### src/inc/event_alarm_pkg.sv
package event_alarm_pkg;

  // Value width for measured, set and output values (signed)
  localparam int VAL_W = 16;

  // Event type codes
  localparam logic [3:0] TYPE_NONE = 4'h0;
  localparam logic [3:0] TYPE_DEV_HI = 4'h1;
  localparam logic [3:0] TYPE_DEV_LO = 4'h2;
  localparam logic [3:0] TYPE_DEV_HILO = 4'h3;
  localparam logic [3:0] TYPE_BAND = 4'h4;
  localparam logic [3:0] TYPE_PROC_HI = 4'h5;
  localparam logic [3:0] TYPE_PROC_LO = 4'h6;
  localparam logic [3:0] TYPE_SETP_HI = 4'h7;
  localparam logic [3:0] TYPE_SETP_LO = 4'h8;
  localparam logic [3:0] TYPE_UNUSED = 4'h9;
  localparam logic [3:0] TYPE_HEAT_HI = 4'hA;
  localparam logic [3:0] TYPE_HEAT_LO = 4'hB;
  localparam logic [3:0] TYPE_COOL_HI = 4'hC;
  localparam logic [3:0] TYPE_COOL_LO = 4'hD;

  // Hold mode codes
  localparam logic [1:0] HOLD_OFF = 2'h0;
  localparam logic [1:0] HOLD_ONLY = 2'h1;
  localparam logic [1:0] HOLD_REHOLD = 2'h2;

  // Differential gap reset value
  localparam logic [15:0] GAP_RESET = 16'h0002;
  // Delay setting limit in 0.1 s units (600.0 s) and reset value
  localparam logic [12:0] DELAY_MAX = 13'h1770;
  localparam logic [12:0] DELAY_RESET = 13'h0000;

  // Timing: delay tick 0.1 s at a 100 MHz clock
  localparam int CLK_PERIOD_NS = 10;
  localparam int TICK_NS = 100_000_000;
  localparam int TICK_CYCLES = TICK_NS / CLK_PERIOD_NS;
  localparam int TICK_W = 24;

  // Configuration of one event channel
  typedef struct packed {
    logic [3:0] type_code;
    logic [1:0] hold_mode;
    logic interlock_en;
    logic force_on_en;
    logic [15:0] diff_gap;
    logic [12:0] delay_tenths;
    logic signed [15:0] event_setpoint;
  } event_cfg_s;

  // Process inputs sampled every clock
  typedef struct packed {
    logic signed [15:0] measured_value;
    logic signed [15:0] control_setpoint;
    logic signed [15:0] heat_side_output_level;
    logic signed [15:0] cool_side_output_level;
    logic run;
    logic rate_limiter_on;
    logic remote_mode;
    logic input_error;
  } process_in_s;

endpackage : event_alarm_pkg

### src/core/process_event_alarm_logic.sv
`timescale 1ns/100ps
// Behaviour
// - Hold suppresses at power-up and STOP-to-RUN
// - Re-hold suppresses after each setpoint change
// - Code 1 hold only, code 2 adds re-hold
// - Rate limiter or remote disables re-hold only
// - Re-hold masks setpoint-change deviation events
// - Interlock latches the event once asserted
// - Differential gap gives hysteresis around threshold
// - Gap ranges span or 110 %, default 2
// - Delay 0.0 to 600.0 s, default 0
// - Output after delay only if still on
// - Force-on asserts output during input error
// - Type code selects the comparison kind
// - No hold for setpoint-value types
// - Deviation types compare measured minus setpoint
// - Process types compare measured value itself
// - Hold code 0 disables all suppression
module process_event_alarm_logic (
  input wire logic sys_clk_i,
  input wire logic reset_n_i,
  input wire event_alarm_pkg::event_cfg_s cfg_i,
  input wire event_alarm_pkg::process_in_s proc_i,
  input wire logic interlock_clear_i,
  output logic event_out_o,
  output logic event_cond_o,
  output logic hold_active_o,
  output logic delay_running_o,
  output logic cfg_error_o
);
  import event_alarm_pkg::*;

  // Whole state of the event channel
  typedef struct packed {
    logic cond;           // Qualified condition with hysteresis
    logic hold;           // Suppression in force
    logic latched;        // Interlock latch
    logic run_d;          // Previous run level
    logic signed [15:0] setp_d; // Previous setpoint
    logic setp_valid;     // Previous setpoint captured
    logic [12:0] dly_cnt; // Elapsed tenths of a second
    logic qualified;      // Delay expired with condition still on
    logic out;            // Event output register
  } chan_state_s;

  chan_state_s st_r;
  chan_state_s st_nxt;
  logic tick;

  // 0.1 s time base
  tick_timer #(
    .PERIOD(TICK_CYCLES),
    .W(TICK_W)
  ) u_tick (
    .sys_clk_i(sys_clk_i),
    .reset_n_i(reset_n_i),
    .tick_o(tick)
  );

  logic signed [17:0] meas;  // Measured value, widened
  logic signed [17:0] setp;  // Setpoint, widened
  logic signed [17:0] dev;   // Measured minus setpoint
  logic signed [17:0] thr;   // Event set value
  logic signed [17:0] gap;   // Differential gap
  logic signed [17:0] sel;   // Value under comparison
  logic is_high;             // High-side comparison
  logic is_low;              // Low-side comparison
  logic is_band;             // Band comparison
  logic hold_allowed;        // Type admits hold
  logic type_ok;             // Comparison is defined
  logic on_set;              // Threshold reached
  logic off_set;             // Back beyond the gap
  logic raw;                 // Condition with hysteresis
  logic setp_change;         // Setpoint changed this cycle
  logic rehold_ok;           // Re-hold may be applied
  logic start_hold;          // Reason to begin suppression
  logic [12:0] dly_lim;      // Clamped delay setting

  // Select compared value and direction from the type code
  always_comb
  begin
    meas = 18'(proc_i.measured_value);
    setp = 18'(proc_i.control_setpoint);
    dev = meas - setp;
    thr = 18'(cfg_i.event_setpoint);
    gap = 18'(cfg_i.diff_gap);
    sel = meas;
    is_high = 1'b0;
    is_low = 1'b0;
    is_band = 1'b0;
    hold_allowed = 1'b1;
    type_ok = 1'b1;
    unique case (cfg_i.type_code)
      TYPE_DEV_HI:
      begin
        sel = dev;
        is_high = 1'b1;
      end
      TYPE_DEV_LO:
      begin
        sel = dev;
        is_low = 1'b1;
      end
      TYPE_DEV_HILO:
      begin
        sel = dev;
        is_high = 1'b1;
        is_low = 1'b1;
      end
      TYPE_BAND:
      begin
        sel = dev;
        is_band = 1'b1;
      end
      TYPE_PROC_HI:
        is_high = 1'b1;
      TYPE_PROC_LO:
        is_low = 1'b1;
      TYPE_SETP_HI:
      begin
        sel = setp;
        is_high = 1'b1;
        hold_allowed = 1'b0;
      end
      TYPE_SETP_LO:
      begin
        sel = setp;
        is_low = 1'b1;
        hold_allowed = 1'b0;
      end
      TYPE_HEAT_HI:
      begin
        sel = 18'(proc_i.heat_side_output_level);
        is_high = 1'b1;
      end
      TYPE_HEAT_LO:
      begin
        sel = 18'(proc_i.heat_side_output_level);
        is_low = 1'b1;
      end
      TYPE_COOL_HI:
      begin
        sel = 18'(proc_i.cool_side_output_level);
        is_high = 1'b1;
      end
      TYPE_COOL_LO:
      begin
        sel = 18'(proc_i.cool_side_output_level);
        is_low = 1'b1;
      end
      default:
        type_ok = 1'b0;                             // None, 9, 14, 15
    endcase
  end

  // Threshold compare with hysteresis; hi-lo/band use deviation magnitude
  always_comb
  begin
    on_set = 1'b0;
    off_set = 1'b1;
    if (is_band)
    begin
      // Band: event while |dev| reaches or exceeds the set value
      on_set = (sel >= thr) || (sel <= -thr);
      off_set = (sel < thr - gap) && (sel > -thr + gap);
    end
    else if (is_high && is_low)
    begin
      on_set = (sel >= thr) || (sel <= -thr);
      off_set = (sel < thr - gap) && (sel > -thr + gap);
    end
    else if (is_high)
    begin
      on_set = sel >= thr;
      off_set = sel < thr - gap;
    end
    else if (is_low)
    begin
      // Deviation low uses a positive set value on the low side
      if (cfg_i.type_code == TYPE_DEV_LO)
      begin
        on_set = sel <= -thr;
        off_set = sel > -thr + gap;
      end
      else
      begin
        on_set = sel <= thr;
        off_set = sel > thr + gap;
      end
    end
    // Hold current state inside the gap window
    if (!type_ok)
      raw = 1'b0;
    else if (st_r.cond)
      raw = !off_set;
    else
      raw = on_set;
  end

  // Suppression causes and delay limit
  always_comb
  begin
    setp_change = st_r.setp_valid
      && (proc_i.control_setpoint != st_r.setp_d);
    rehold_ok = (cfg_i.hold_mode == HOLD_REHOLD)
      && !proc_i.rate_limiter_on && !proc_i.remote_mode;
    start_hold = 1'b0;
    if (hold_allowed && cfg_i.hold_mode != HOLD_OFF)
    begin
      if (!st_r.setp_valid || (proc_i.run && !st_r.run_d))
        start_hold = 1'b1;
      if (rehold_ok && setp_change)
        start_hold = 1'b1;
    end
    dly_lim = (cfg_i.delay_tenths > DELAY_MAX) ? DELAY_MAX
      : cfg_i.delay_tenths;
  end

  // Next state of the channel
  always_comb
  begin
    st_nxt = st_r;
    st_nxt.run_d = proc_i.run;
    st_nxt.setp_d = proc_i.control_setpoint;
    st_nxt.setp_valid = 1'b1;
    st_nxt.cond = raw;
    // Suppression starts on a cause and ends in the non-event range
    if (start_hold)
      st_nxt.hold = 1'b1;
    else if (!raw || !hold_allowed || cfg_i.hold_mode == HOLD_OFF)
      st_nxt.hold = 1'b0;
    // Delay: restart on drop, count ticks while condition stands
    if (!raw || st_r.hold)
    begin
      st_nxt.dly_cnt = '0;
      st_nxt.qualified = 1'b0;
    end
    else if (st_r.dly_cnt >= dly_lim)
      st_nxt.qualified = 1'b1;
    else if (tick)
      st_nxt.dly_cnt = st_r.dly_cnt + 13'h0001;
    // Interlock latch, cleared by reset, the clear input or interlock disable
    if (interlock_clear_i || !cfg_i.interlock_en)
      st_nxt.latched = 1'b0;
    else if (st_r.out)
      st_nxt.latched = 1'b1;
    // Output combination
    if (cfg_i.force_on_en && proc_i.input_error)
      st_nxt.out = 1'b1;
    else
      st_nxt.out = (st_r.qualified && raw && !st_r.hold)
        || st_nxt.latched;
  end

  // State register
  always_ff @(posedge sys_clk_i)
  begin
    if (!reset_n_i)
      st_r <= '0;
    else
      st_r <= st_nxt;
  end

  // Outputs from state
  assign event_out_o = st_r.out;
  assign event_cond_o = st_r.cond;
  assign hold_active_o = st_r.hold;
  assign delay_running_o = st_r.cond && !st_r.qualified && !st_r.hold;
  // Flags code 9 and undefined codes, which should never be programmed
  assign cfg_error_o = (cfg_i.type_code == TYPE_UNUSED)
    || (cfg_i.type_code > TYPE_COOL_LO);

endmodule : process_event_alarm_logic

### src/core/tick_timer.sv
`timescale 1ns/100ps
// Free-running divider giving one-cycle pulses every PERIOD cycles
module tick_timer #(
  parameter int PERIOD = 10,
  parameter int W = 24
) (
  input wire logic sys_clk_i,
  input wire logic reset_n_i,
  output logic tick_o
);
  import event_alarm_pkg::*;

  // Whole state of the divider
  typedef struct packed {
    logic [W-1:0] cnt;
    logic tick;
  } tick_state_s;

  tick_state_s st_r;
  tick_state_s st_nxt;

  // Count up and pulse on wrap
  always_comb
  begin
    st_nxt = st_r;
    st_nxt.tick = 1'b0;
    if (st_r.cnt == W'(PERIOD - 1))
    begin
      st_nxt.cnt = '0;
      st_nxt.tick = 1'b1;
    end
    else
    begin
      st_nxt.cnt = st_r.cnt + W'(1);
    end
  end

  // State register
  always_ff @(posedge sys_clk_i)
  begin
    if (!reset_n_i)
      st_r <= '0;
    else
      st_r <= st_nxt;
  end

  assign tick_o = st_r.tick;

endmodule : tick_timer

### config.mk
export PLATFORM = sky130hd
export DESIGN_NAME = process_event_alarm_logic
export DESIGN_NICKNAME = d
export VERILOG_FILES = /design/src/inc/event_alarm_pkg.sv /design/src/core/process_event_alarm_logic.sv /design/src/core/tick_timer.sv
export SDC_FILE = /design/constraint.sdc
export NUM_CORES = 1
export LEC_CHECK = 0
export ABC_AREA = 1
export BUFFER_PORTS_ARGS = -buffer_cell sky130_fd_sc_hd__buf_2
export CAP_MARGIN = 20
export CORE_MARGIN = 2
export CORE_UTILIZATION = 30
export CTS_BUF_LIST = sky130_fd_sc_hd__clkbuf_4
export CTS_CLUSTER_SIZE = 30
export DETAILED_ROUTE_END_ITERATION = 10
export HOLD_SLACK_MARGIN = 0.02
export PLACE_DENSITY = 0.56
export SLEW_MARGIN = 20
export SYNTH_ARGS = -nofsm -noshare
export SYNTH_HDL_FRONTEND = slang
export SYNTH_HIERARCHICAL = 1
export SYNTH_SLANG_ARGS = --single-unit
### constraint.sdc
create_clock -name sys_clk_i -period 9.6 [get_ports sys_clk_i]
set_input_delay 0.96 -clock sys_clk_i [delete_from_list [all_inputs] [get_ports sys_clk_i]]
set_output_delay 0.96 -clock sys_clk_i [all_outputs]
set_load 0.02 [all_outputs]
* After elaboration in Yosys (flattened, before gate mapping)
Cells that the tools add are included.
** Cells by class
- $add $sub $neg :: 7
- Order comparisons :: 9
- Eq/ne operators :: 16
- Mux-type cells :: 33
- Bitwise logic cells :: 2
- Reductions and logical operators :: 43
** Operator list (count)
- 18-bit one-hot mux with 4 select lines :: 1
- 13-bit two-way mux :: 3
- 18-bit greater-than comparator :: 2
- 1-bit two-way mux :: 27
- 24-bit by 1-bit adder with 24-bit output, second input constant :: 1
- 24-bit == test, second input constant :: 1
- 4-bit == test, second input constant :: 6
- 16-bit by 17-bit adder with 18-bit output :: 1
- 18-bit by 17-bit adder with 18-bit output :: 1
- 18-bit by 16-bit greater-or-equal comparator with 1-bit output :: 1
- 18-bit by 16-bit less-or-equal comparator with 1-bit output :: 1
- 18-bit less-or-equal comparator :: 1
- 18-bit less-than comparator :: 1
- 16-bit negator with 18-bit output :: 1
- 16-bit by 17-bit subtractor with 18-bit output :: 1
- 16-bit by 16-bit subtractor with 17-bit output :: 1
- 4-bit by 3-bit == test with 1-bit output, second input constant :: 4
- 16-bit two-way mux :: 1
- 16-bit inequality test :: 1
- 14-bit two-way mux :: 1
- 13-bit by 1-bit adder with 13-bit output, second input constant :: 1
- 13-bit greater-or-equal comparator :: 1
- 13-bit greater-than comparator, second input constant :: 1
- 1-bit logical AND :: 13
- other kinds (14) :: 37
** Storage, ports and cells
- Flip-flop bits (word level) :: 61
- Input bits :: 124
- Word-level logic and storage cells :: 121

* Longest topological paths before layout
- Depth in word-level cells :: 17
- Mapped depth :: 37
- Depth with buffers taken out :: 36

* Cells and area by module
Netlist, hierarchy kept.
** Modules (own cells, without submodules)
- process_event_alarm_logic :: times used 1, cells an instance 1538, area each 9018.6 µm²
- tick_timer :: times used 1, cells an instance 207, area each 1395.1 µm²

* Worst setup path before layout
No wires, ideal clock.
- Kind :: in2reg
- Start :: input cfg_i[2] (netlist bit)
- End :: register, netlist name st_r[2]
- Arrival :: 5040 ps
- Data required time :: 9538 ps
- Path slack :: 4498 ps
- Stages on the path :: 29
- Buffers on the path :: 1
- Cell sequence :: inv_1 > nand3_1 > nor3_1 > nand4_1 > nor3_1 > xor2_1 > inv_1 > ha_1 > nand2_1 > nor2_1 > nand2_1 > o21bai_1 > nand2_1 > nand3_1 > nand2_1 > a21oi_1 > nor2_1 > xor2_1 > ha_1 > nand2_1 > or4_1 > nor3_1 > a21oi_1 > nand3_1 > nand2_1 > nand3_2 > nand3_4 > buf_8 > nor2_4
** RTL lines
- start: declaration :: RTL line process_event_alarm_logic.sv:22 : input wire event_alarm_pkg::event_cfg_s cfg_i,

==> impl_metrics.json <==
{
  "synth_nets": 2016,
  "initial_utilization": 0.303,
  "preCtsSetupSlack_ns": 3.34,
  "first_global_vias": 10700,
  "synth_area_leaders": "ha_1 17%, nand2_1 17%, dfxtp_1 12%",
  "worst_slack_ns": 3.74,
  "cts_setup_buffers": 0,
  "status": "completed",
  "yosysTopAreaCell": "ha_1",
  "hpwl_um": 29800,
  "place_area_um2": 11500,
  "drive_above_1_share": 0.121,
  "tightest_slew_ns": 0.979,
  "finalNonFillerCells": 2326,
  "period_share": 0.610,
  "finClkSkew_ns": 0.0177,
  "gr-total-overflow": 0,
  "seq_area_frac_synth": 0.117,
  "final_util": 0.340,
  "syn-cell-area_um2": 10400,
  "cts_resized": 0,
  "path_clk_slew_ns": 0.12,
  "synth-edff-count": 0,
  "whs_ns": 0.455,
  "h-tree-depth": 3,
  "drt_iter0_drc": 678,
  "ioPinCount": 129,
  "die_h_um": 190,
  "grt_pass1_wl_um": 54400,
  "synthArstFlopShare": 0,
  "fp.coreArea_um2": 34400,
  "ant_nets": 0,
  "design_area_um2": 11700,
  "required_ns": 9.96,
  "critPathCaptureType": "flop",
  "yosys-top-cells-count": "472 x nand2_1, 289 x inv_1, 181 x nor2_1, 143 x ha_1, 116 x nand3_1",
  "fin_setup_tns_ns": 0,
  "drv_cap": 0,
  "synth_flop_cell": "dfxtp_1",
  "track_usage": 0.190,
  "avgSynthCellArea_um2": 5.97,
  "die-width_um": 190,
  "clock-sinks": 61,
  "crit_path_frequent_cell": "nand2_1",
  "wl_per_cell_um": 14.8,
  "grt_max_degree": 27,
  "crit_path_start_kind": "input pin",
  "insertion_delay_ns": 0.42,
  "worst_ep_arrival_time_ns": 6.21,
  "p_leak_nw": 6.20,
  "rsz0062_at_grt": "no",
  "antenna_found_initial": 1,
  "cts_tree": "built",
  "drt-vias-per-instance": 4.82,
  "worstPathMaxFanout": 14,
  "ys_types": 51,
  "dr_total_vias": 11200,
  "irDropWorstVdd_mv": 0.0706,
  "dieArea_um2": 36200,
  "synthToLayoutAreaGrowth_pct": 12.2,
  "slew_headroom": 0.346,
  "slowest_delay_ns": 0.50,
  "drc": 0,
  "hold_buffers": 0,
  "syn_inst": 1745,
  "slowest_stage": "or4_1",
  "critical-path-top-delay-family": "simple AND/OR/NAND/NOR gates",
  "place_inst": 2310,
  "rows": 68,
  "p_total_mw": 1.17,
  "cts_inserted_buffers": 9,
  "timing.critical_path.buf_inv": 3,
  "fin_crit_ns": 5.86,
  "place.gp.congestion": 0.925,
  "yosys_warnings": 6,
  "n_antenna_cell": 0,
  "drtPass1Iterations": 5,
  "cts-root-buf": "clkbuf_4",
  "fill_cells": 3933,
  "hold_viol_final": 0,
  "min_path_type": "flop to flop",
  "power_density_nw_per_um2": 100,
  "ys_ff_latch": 61,
  "fmax_mhz": 171,
  "port_buffers": 128,
  "yosysTopAreaCellShare": 0.172,
  "finalMaxSlewViolations": 0,
  "final_nets": 2137,
  "path_class": "input pin to flop",
  "synth.most_common_cell": "nand2_1",
  "drt-total-wl_um": 34400,
  "cts_buffer_depth": 2,
  "setup_viol": 0
}
==> worst paths after layout <==
kind	start	endpoint	slack (ns)	cells after the start
hold reg to reg	u_tick/st_r[1]$_SDFF_PP0_	u_tick/st_r[1]$_SDFF_PP0_	0.46	1
setup / recovery	cfg_i[1]	st_r[11]$_SDFFE_PP0P_	3.74	29
setup reg to reg	st_r[4]$_SDFFE_PP0P_	st_r[11]$_SDFFE_PP0P_	6.53	14
hold / removal	u_tick/st_r[1]$_SDFF_PP0_	u_tick/st_r[1]$_SDFF_PP0_	0.46	1
==> worst register-to-register path: stages, from the launching register on <==
cell and delay (ns):
dfxtp_1 0.43, ha_1 0.27, a21oi_1 0.13, o21ai_0 0.09
o21ai_0 0.24, o211ai_1 0.12, a21boi_0 0.21, o211ai_1 0.17
nor2_1 0.44, inv_1 0.11, nor2_1 0.21, nand4_1 0.17
nor2_1 0.16, xor2_1 0.16, nor2_1 0.06
==> metal layers <==
layer	up-vias	GRT usage	routed length (µm)
met2	264	0.323	15600
met3	54	0.0153	1280
li1	5823	-	-
met4	2	0.0638	1130
met5	-	0	13
met1	5072	0.253	16400
==> where the power goes <==
part,switching (mW),internal [mW]
Clock,0.102,0.109
Combinational,0.452,0.245
Sequential,0.00451,0.260
==> registers in the layout, summed over array words and instances, names as in the netlist <==
signal,count
st_r,33
event_cond_o,1
hold_active_o,1
u_tick/st_r,24
event_out_o,1
u_tick/tick_o,1
==> cells in the final DEF (no fill, tap or decap), drive strengths merged, types with 5 or more instances in the layout <==
cell and instances:
nand2 494, inv 303, nor2 216, ha 143
buf 131, nand3 121, a21oi 106, o21ai 67
xor2 61, dfxtp 61, nand4 38, xnor2 19
nor3 17, o21bai 14, clkbuf 10, nor4 9
and2 8, a221oi 6, nand3b 6, a21boi 6
o211ai 5
==> final cells by class <==
cell class / count / area [µm²] / area share
clock buffer: 10 / 75.1 / 0.00642
inverter: 303 / 1140 / 0.0979
sequential: 61 / 1220 / 0.105
timing repair buffer: 131 / 663 / 0.0568
tap: 455 / 569 / 0.0487
clock inverter: 6 / 86.3 / 0.00739
multi-input combinational: 1360 / 7930 / 0.678
==> kinds of logic after synthesis <==
group,after synthesis,share of synthesized area
adders and majority gates,147,0.180
xor gates and xnor gates,80,0.0673
buffers and inverters,324,0.122
AOI/OAI and AO/OA,219,0.118
muxes,1,0.000961
DFF,61,0.117
and+or+nand+nor,913,0.395
(Power assumes the default switching activity.)
